## src/rtl/ces_pkg.sv

```systemverilog
// Purpose: Shared constants for the catastrophic error signalling block
// Assumes: One system clock; bus clock events arrive as a sampled pin
// Notes:   Counts are in bus clock cycles, not system clock cycles
package ces_pkg;
  localparam int unsigned CES_MC_PULSE_BCLKS = 16;      // Machine-check pulse length in bus clocks
  localparam int unsigned CES_CNT_W          = 5;       // Width of the pulse counter
  localparam int unsigned CES_BPM_W          = 8;       // Breakpoint/monitor bus width
  localparam logic [7:0]  CES_BPM_RESET      = 8'h00;   // Active-high status after reset (all released)
  localparam int unsigned CES_SYNC_STAGES    = 2;       // Stages in each pin synchroniser

  // Drive state of the shared error line
  typedef enum logic [1:0] {
    CES_IDLE,
    CES_PULSE,
    CES_HOLD
  } ces_state_t;
endpackage : ces_pkg

```

## src/rtl/ces_sync.sv

```systemverilog
// Purpose: Two-flop synchroniser for a vector of pins
// Assumes: Inputs are asynchronous to sys_clk_i
// Notes:   First stage feeds only the second stage
`timescale 1ns/1ps
`default_nettype none
module ces_sync #(
  parameter int unsigned WIDTH = 1,       // Number of bits
  parameter logic [WIDTH-1:0] INIT = '0   // Value held during reset
) (
  input  wire logic             sys_clk_i,  // System clock
  input  wire logic             srst_i,     // Synchronous reset
  input  wire logic [WIDTH-1:0] async_i,    // Raw pin levels
  output logic      [WIDTH-1:0] sync_o      // Synchronised levels
);
  logic [WIDTH-1:0] meta;  // First stage, read only by the second

  // Two flops, nothing else reads the first
  always_ff @(posedge sys_clk_i) begin
    if (srst_i) begin
      meta   <= INIT;
      sync_o <= INIT;
    end else begin
      meta   <= async_i;
      sync_o <= meta;
    end
  end
endmodule : ces_sync
`default_nettype wire

```

## src/rtl/ces_top.sv

```systemverilog
// Purpose: Catastrophic error and debug sideband pin logic
// Assumes: bus_clk_i is a pin sampled on sys_clk_i (slower than 100 MHz)
// Notes:   warm/cold reset arrive as srst_i or warm_reset_i
`timescale 1ns/1ps
`default_nettype none
module ces_top
  import ces_pkg::*;
#(
  parameter int unsigned PULSE_BCLKS = CES_MC_PULSE_BCLKS  // Pulse length in bus clocks
) (
  input  wire logic                 sys_clk_i,            // 200 MHz system clock
  input  wire logic                 srst_i,               // Sync reset, active high (cold)
  input  wire logic                 warm_reset_i,         // Warm reset request, same domain
  input  wire logic                 bus_clk_i,            // Bus clock pin, sampled
  input  wire logic                 mc_error_i,           // Legacy machine check error event
  input  wire logic                 int_error_i,          // Legacy internal unrecoverable error
  input  wire logic [CES_BPM_W-1:0] bpm_status_i,         // Breakpoint/counter status, active high
  input  wire logic                 catastrophic_error_n_n_i,          // Error line level from pin
  output logic                      catastrophic_error_n_n_o,          // Error line output value (always 0)
  output logic                      catastrophic_error_n_n_oe_o,       // Error line pull-low enable
  input  wire logic [CES_BPM_W-1:0] bpm_n_i,              // Breakpoint bus level from pin (unused)
  output logic      [CES_BPM_W-1:0] bpm_n_o,              // Breakpoint bus output value (always 0)
  output logic      [CES_BPM_W-1:0] bpm_n_oe_o,           // Per-bit pull-low enables
  output logic                      probe_clock_out_p_o,  // Buffered bus clock to probe, true
  output logic                      probe_clock_out_n_o,  // Buffered bus clock to probe, complement
  output logic                      machine_check_o       // One-cycle machine check exception
);
  logic       cat_sync;           // Synchronised error line
  logic       bclk_sync;          // Synchronised bus clock
  logic       bclk_prev;          // Previous bus clock sample
  logic       ext_prev;           // Previous external-assert condition
  ces_state_t state;              // Error line drive state
  ces_state_t next_state;         // Next drive state
  logic [CES_CNT_W-1:0] cnt;      // Bus clock edges left in pulse
  logic [CES_CNT_W-1:0] next_cnt; // Next counter value
  logic [CES_SYNC_STAGES-1:0] own_hist; // Our recent pull-low enables

  wire bclk_rise  = bclk_sync & ~bclk_prev;            // Bus clock rising edge enable
  wire drive_low  = (state != CES_IDLE);               // We pull the line low
  // The synchronised line lags our own release by the sync depth, so it
  // stays low a few cycles after we let go; those cycles must not count.
  wire own_recent = |own_hist;                         // Line may still show our own pull
  // Line low while we are not pulling it means another agent asserts
  wire ext_assert = ~cat_sync & ~drive_low & ~catastrophic_error_n_n_oe_o & ~own_recent;
  wire any_reset  = srst_i | warm_reset_i;              // Either reset frees a held error

  // Pin synchronisers for error line and bus clock
  // Error line idles high (pull-up); bus clock starts low like bclk_prev,
  // so no false bus clock edge follows reset.
  ces_sync #(.WIDTH(2), .INIT(2'h2)) u_sync (
    .sys_clk_i (sys_clk_i),
    .srst_i    (srst_i),
    .async_i   ({catastrophic_error_n_n_i, bus_clk_i}),
    .sync_o    ({cat_sync, bclk_sync})
  );

  // Next-state selection: hold beats pulse, pulse restarts on a new event
  always_comb begin
    next_state = state;
    next_cnt   = cnt;
    case (state)
      CES_IDLE: begin
        if (int_error_i) begin
          next_state = CES_HOLD;
        end else if (mc_error_i) begin
          next_state = CES_PULSE;
          next_cnt   = CES_CNT_W'(PULSE_BCLKS);
        end
      end
      CES_PULSE: begin
        if (int_error_i) begin
          next_state = CES_HOLD;
        end else if (mc_error_i) begin
          // A repeated event reloads the full count
          next_cnt = CES_CNT_W'(PULSE_BCLKS);
        end else if (bclk_rise) begin
          // Count bus clocks; release after the last one
          next_cnt = cnt - 1'b1;
          if (cnt == CES_CNT_W'(1)) begin
            next_state = CES_IDLE;
          end
        end
      end
      CES_HOLD: begin
        next_state = CES_HOLD; // Only a reset leaves this state
      end
      default: begin
        next_state = CES_IDLE;
      end
    endcase
  end

  // State register; warm or cold reset releases a held line
  always_ff @(posedge sys_clk_i) begin
    if (any_reset) begin
      state <= CES_IDLE;
      cnt   <= '0;
    end else begin
      state <= next_state;
      cnt   <= next_cnt;
    end
  end

  // Open-drain style drive: value fixed low, enable carries the assertion
  always_ff @(posedge sys_clk_i) begin
    if (any_reset) begin
      catastrophic_error_n_n_o    <= 1'b0;
      catastrophic_error_n_n_oe_o <= 1'b0;
    end else begin
      catastrophic_error_n_n_o    <= 1'b0;
      catastrophic_error_n_n_oe_o <= (next_state != CES_IDLE);
    end
  end

  // External assertion raises one exception per low period
  always_ff @(posedge sys_clk_i) begin
    if (srst_i) begin
      ext_prev        <= 1'b0;
      machine_check_o <= 1'b0;
      bclk_prev       <= 1'b0;
      own_hist        <= '0;
    end else begin
      ext_prev        <= ext_assert;
      machine_check_o <= ext_assert & ~ext_prev;
      bclk_prev       <= bclk_sync;
      // Mask survives warm reset: the line also settles after that release
      own_hist        <= {own_hist[CES_SYNC_STAGES-2:0], catastrophic_error_n_n_oe_o};
    end
  end

  // Breakpoint bus pulls low for each active status bit
  always_ff @(posedge sys_clk_i) begin
    if (srst_i) begin
      bpm_n_o    <= CES_BPM_RESET;
      bpm_n_oe_o <= CES_BPM_RESET;
    end else begin
      bpm_n_o    <= CES_BPM_RESET;
      bpm_n_oe_o <= bpm_status_i;
    end
  end

  // Probe clock is a registered copy; latency two sync stages plus one.
  // Trade-off: a pin-sampled copy adds jitter of one system clock.
  always_ff @(posedge sys_clk_i) begin
    if (srst_i) begin
      probe_clock_out_p_o <= 1'b0;
      probe_clock_out_n_o <= 1'b1;
    end else begin
      probe_clock_out_p_o <= bclk_sync;
      probe_clock_out_n_o <= ~bclk_sync;
    end
  end

  // Assertions
  logic [7:0] low_cnt; // Bus clock edges seen while pulsing
  always_ff @(posedge sys_clk_i) begin
    if (any_reset || state != CES_PULSE || mc_error_i) begin
      low_cnt <= '0;
    end else if (bclk_rise) begin
      low_cnt <= low_cnt + 8'h01;
    end
  end

  AST_PULSE_LEN: assert property (@(posedge sys_clk_i) disable iff (any_reset)
    (state == CES_PULSE) |-> (low_cnt < 8'(PULSE_BCLKS)))
    else $error("pulse longer than its bus clock count");
  // Antecedents exclude a sampled reset: that edge changes state itself,
  // and disable iff alone misses a reset that ends at that very edge.
  AST_PULSE_END: assert property (@(posedge sys_clk_i) disable iff (any_reset)
    (state == CES_PULSE && !mc_error_i && !int_error_i && !any_reset && bclk_rise && cnt == CES_CNT_W'(1))
    |=> (state == CES_IDLE) && !catastrophic_error_n_n_oe_o)
    else $error("pulse not released after last bus clock");
  AST_PULSE_FULL: assert property (@(posedge sys_clk_i) disable iff (any_reset)
    (state == CES_IDLE && $past(state) == CES_PULSE && !$past(any_reset)) |-> (low_cnt == 8'(PULSE_BCLKS)))
    else $error("pulse released before its bus clock count");
  AST_MC_DRIVE: assert property (@(posedge sys_clk_i) disable iff (any_reset)
    (state == CES_IDLE && mc_error_i && !int_error_i && !any_reset) |=> catastrophic_error_n_n_oe_o && state == CES_PULSE)
    else $error("machine check error did not assert line");
  AST_HOLD: assert property (@(posedge sys_clk_i) disable iff (any_reset)
    (state == CES_HOLD && !any_reset) |=> (state == CES_HOLD) && catastrophic_error_n_n_oe_o)
    else $error("held error released without reset");
  AST_LEGACY_INTERNAL_ERROR: assert property (@(posedge sys_clk_i) disable iff (any_reset)
    (int_error_i && !any_reset) |=> (state == CES_HOLD))
    else $error("internal error not held");
  AST_EXT_MC: assert property (@(posedge sys_clk_i) disable iff (srst_i)
    (ext_assert && !ext_prev) |=> machine_check_o)
    else $error("external assertion missed machine check");
  // An exception needs three quiet cycles of our own enable
  AST_NO_SELF: assert property (@(posedge sys_clk_i) disable iff (srst_i)
    machine_check_o |-> !$past(catastrophic_error_n_n_oe_o, 1) && !$past(catastrophic_error_n_n_oe_o, 2) && !$past(catastrophic_error_n_n_oe_o, 3))
    else $error("own assertion raised a machine check");
  AST_OD_LOW: assert property (@(posedge sys_clk_i) disable iff (srst_i)
    (catastrophic_error_n_n_o == 1'b0) && (bpm_n_o == 8'h00))
    else $error("shared line driven high");
  AST_BPM: assert property (@(posedge sys_clk_i) disable iff (srst_i)
    !srst_i |=> (bpm_n_oe_o == $past(bpm_status_i)))
    else $error("breakpoint bus not following status");
  AST_PROBE: assert property (@(posedge sys_clk_i) disable iff (srst_i)
    !srst_i |=> (probe_clock_out_p_o == $past(bclk_sync)) && (probe_clock_out_n_o != probe_clock_out_p_o))
    else $error("probe clock not a buffered copy");

  // Main scenarios reached
  COV_PULSE: cover property (@(posedge sys_clk_i) disable iff (any_reset)
    state == CES_PULSE ##1 state == CES_IDLE);
  COV_HOLD: cover property (@(posedge sys_clk_i) disable iff (any_reset)
    state == CES_IDLE ##1 state == CES_HOLD);
  COV_EXT: cover property (@(posedge sys_clk_i) disable iff (srst_i) machine_check_o);
  COV_WARM: cover property (@(posedge sys_clk_i) state == CES_HOLD ##1 warm_reset_i);
  COV_TO_HOLD: cover property (@(posedge sys_clk_i) disable iff (any_reset)
    state == CES_PULSE ##1 state == CES_HOLD);
endmodule : ces_top
`default_nettype wire

```

## config.mk

```make
export PLATFORM = sky130hd
export DESIGN_NAME = ces_top
export DESIGN_NICKNAME = d
export VERILOG_FILES = /design/src/rtl/ces_pkg.sv /design/src/rtl/ces_sync.sv /design/src/rtl/ces_top.sv
export SDC_FILE = /design/constraint.sdc
export NUM_CORES = 1
export LEC_CHECK = 0
export BUFFER_PORTS_ARGS = -buffer_cell sky130_fd_sc_hd__buf_4
export CAP_MARGIN = 25
export CORE_ASPECT_RATIO = 0.7
export CORE_UTILIZATION = 44
export CTS_CLUSTER_DIAMETER = 150
export CTS_CLUSTER_SIZE = 12
export DETAILED_ROUTE_END_ITERATION = 6
export PLACE_DENSITY_LB_ADDON = 0.08
export RECOVER_POWER = 25
export SETUP_SLACK_MARGIN = 0.1
export SLEW_MARGIN = 20
export SYNTH_ARGS = -nofsm -noshare
export SYNTH_HDL_FRONTEND = slang
export SYNTH_SLANG_ARGS = --single-unit
```

## constraint.sdc

```tcl
create_clock -name sys_clk_i -period 1.6 [get_ports sys_clk_i]
set_input_delay 0.32 -clock sys_clk_i [delete_from_list [all_inputs] [get_ports sys_clk_i]]
set_output_delay 0.32 -clock sys_clk_i [all_outputs]
set_load 0.02 [all_outputs]
```

==> results.sh <==
export IMPL_core_mm2=0.00195
export IMPL_gp_congestion=0.868
export IMPL_ctsResizeCount=0
export IMPL_nFillCells=177
export IMPL_layout_drive_gt1_share_pct=29.1
export IMPL_hold_buffers=0
export IMPL_final_seq_area_um2=520
export IMPL_fin_tns_setup_ns=0
export IMPL_crit_type="flip-flop to flip-flop"
export IMPL_p_leak_nw=0.519
export IMPL_vias_per_cell=4.64
export IMPL_num_antenna_cells=0
export IMPL_cts_buffer_depth=2
export IMPL_violations="design-rule violations"
export IMPL_io_buffers=26
export IMPL_drc=2
export IMPL_clk_pin_slew_ns=0.12
export IMPL_dr_total_vias=645
export IMPL_timing_final_crit_share_pct=79.8
export IMPL_ys_ff_latch=26
export IMPL_cp_end_kind="flip-flop"
export IMPL_netlist_area_um2=961
export IMPL_die_width_um=57.9
export IMPL_numCtsBuffers=3
export IMPL_hp_class="primary input to flip-flop"
export IMPL_crit_required_ns=1.81
export IMPL_fp_dieH_um=41.1
export IMPL_grt_pass1_vias=517
export IMPL_io_pins=44
export IMPL_cap_violations=0
export IMPL_clk_latency_ns=0.30
export IMPL_antenna_left=0
export IMPL_die_area_mm2=0.00238
export IMPL_synth_area_per_cell_um2=10.4
export IMPL_place_area_mm2=0.00113
export IMPL_post_drt_wl_per_cell_um=10.1
export IMPL_critPathArrivalTime_ns=1.48
export IMPL_htreeDepth=1
export IMPL_outcome="finished, violations left"
export IMPL_area_growth_syn_to_layout_pct=20.3
export IMPL_hold_viol=0
export IMPL_grt_pass1_wl_um=2300
export IMPL_finalSetupViolations=0
export IMPL_slew_violations=0
export IMPL_postCtsSetupBuffers=0
export IMPL_root_buffer="clkbuf_4"
export IMPL_worstPathMaxFanout=4
export IMPL_netlist_cell_type_count=26
export IMPL_cts_sinks=26
export IMPL_track_usage_pct=13.8
export IMPL_pwr_density_cell_mw_per_mm2=941
export IMPL_grt_setup_unrepaired="false"
export IMPL_routed_wl_um=1400
export IMPL_hpwl_um=1120
export IMPL_antenna_found_initial=0
export IMPL_synth_seq_area_share_pct=54.2
export IMPL_rows=13
export IMPL_layout_nets=144
export IMPL_whs_ns=0.189
export IMPL_min_period_ns=1.28
export IMPL_design_area_mm2=0.00116
export IMPL_start_util_pct=49.2
export IMPL_firstDrtPassIters=7
export IMPL_multiInputGateArea_um2=375
export IMPL_grt_start_max_net_pins=20
export IMPL_synthCells=92
export IMPL_drt_iter0_markers=15
export IMPL_overflow=0
export IMPL_cp_start_kind="flip-flop"
export IMPL_yosysWarnings=0
export IMPL_utilization_pct=59.2
export IMPL_fmax_ghz=0.783
export IMPL_finClkSkew_ns=0.00258
export IMPL_tritoncts="built"
export IMPL_vdd_drop_max_uv=448
==> metrics by stage <==
stage | cells | setup WS [ns] | total power [mW]
2_1_floorplan | 100 | 0.357 | 0.812
3_3_place_gp | 136 | 0.312 | 0.851
3_5_place_dp | 136 | 0.304 | 0.852
4_1_cts | 139 | 0.308 | 1.11
5_1_grt | 139 | 0.194 | 1.15
6_report | 139 | 0.324 | 1.09
==> cell type report <==
| type | instances | share of cell area (%) |
|---|---|---|
| Tap cell | 22 | 2.38 |
| Clock buffer | 3 | 1.95 |
| Timing Repair Buffer | 26 | 16.9 |
| Multi-Input combinational cell | 58 | 32.5 |
| Inverter | 4 | 1.30 |
| Sequential cell | 26 | 45.0 |
==> flip-flops by register name, summed over array words and instances, names as in the netlist <==
signal and cells:
state 2, cnt 5, u_sync.sync_o 2, probe_clock_out_n_o 1
catastrophic_error_n_n_oe_o 1, ext_prev 1, probe_clock_out_p_o 1, own_hist 2
machine_check_o 1, u_sync.meta 2, bpm_n_oe_o 8
==> cells by family after synthesis <==
group                    synth area share (%)
XOR/XNOR                                 3.65
buffers and inverters                    9.89
AND/OR/NAND/NOR                          22.0
other                                   0.390
multiplexers                             2.08
AO/OA/AOI/OAI                            5.21
adder cells (fa/ha/maj)                  2.60
flip-flops                               54.2
==> worst paths after layout <==
kind | start | endpoint | slack, ns | depth (start not counted)
max reg2reg | cnt[2]$_SDFFE_PP0P_ | catastrophic_error_n_n_oe_o$_SDFF_PP0_ | 0.32 | 3
min reg2reg | ext_prev$_SDFF_PP0_ | machine_check_o$_SDFF_PP0_ | 0.40 | 1
min | warm_reset_i | cnt[1]$_SDFFE_PP0P_ | 0.19 | 2
max | cnt[2]$_SDFFE_PP0P_ | catastrophic_error_n_n_oe_o$_SDFF_PP0_ | 0.32 | 3
==> cell usage in the layout, fill, tap and decap left out <==
cell        n
nand2_1     2
ha_1        2
clkbuf_4    3
nor4_4      1
a21boi_1    1
nor3_1      3
dfxtp_1    26
nand2b_1    1
o2111ai_1   1
a31oi_1     1
o21ai_1     1
o211ai_1    3
buf_4      26
inv_1       4
xnor2_1     1
or4_4       1
nor4b_1     1
conb_1      9
xor2_1      3
mux2i_1     2
nor2_1      7
nor4_1      1
or2_2       3
and3b_1     1
nor2b_1    13
==> power breakdown <==
| group | switching (mW) | total [mW] | internal, mW |
|---|---|---|---|
| clock network | 0.163 | 0.251 | 0.0879 |
| logic | 0.0796 | 0.149 | 0.0695 |
| registers | 0.0132 | 0.688 | 0.675 |
==> cells in the mapped netlist, drive strengths merged <==
cell | instances | area [um^2]
conb | 1 | 3.75
nor3 | 3 | 15.0
o211ai | 3 | 22.5
and3b | 1 | 8.76
nand2b | 1 | 6.26
o21ai | 1 | 5.00
nor4b | 1 | 8.76
or2 | 3 | 18.8
nor2 | 7 | 26.3
nor4 | 2 | 27.5
inv | 4 | 15.0
ha | 2 | 25.0
nand2 | 2 | 7.51
dfxtp | 26 | 521
xnor2 | 1 | 8.76
a31oi | 1 | 6.26
or4 | 1 | 11.3
o2111ai | 1 | 8.76
clkbuf | 2 | 7.51
xor2 | 3 | 26.3
buf | 10 | 72.6
mux2i | 2 | 20.0
nor2b | 13 | 81.3
a21boi | 1 | 7.51
==> per-layer routing <==
metal	vias to the layer above	share of wire, %	global-route usage (%)
met5	-	0	0
met4	0	0.57	3.57
met3	2	11	7.57
met2	35	36	19.3
met1	273	52	18.4
li1	335	-	-
==> critical path, cell delays in order, from the launching register on <==
cell and delay (ns):
dfxtp_1 0.36, nor4b_1 0.36, a31oi_1 0.15, or2_2 0.30
Note: power is estimated with default switching activity, not from simulation.
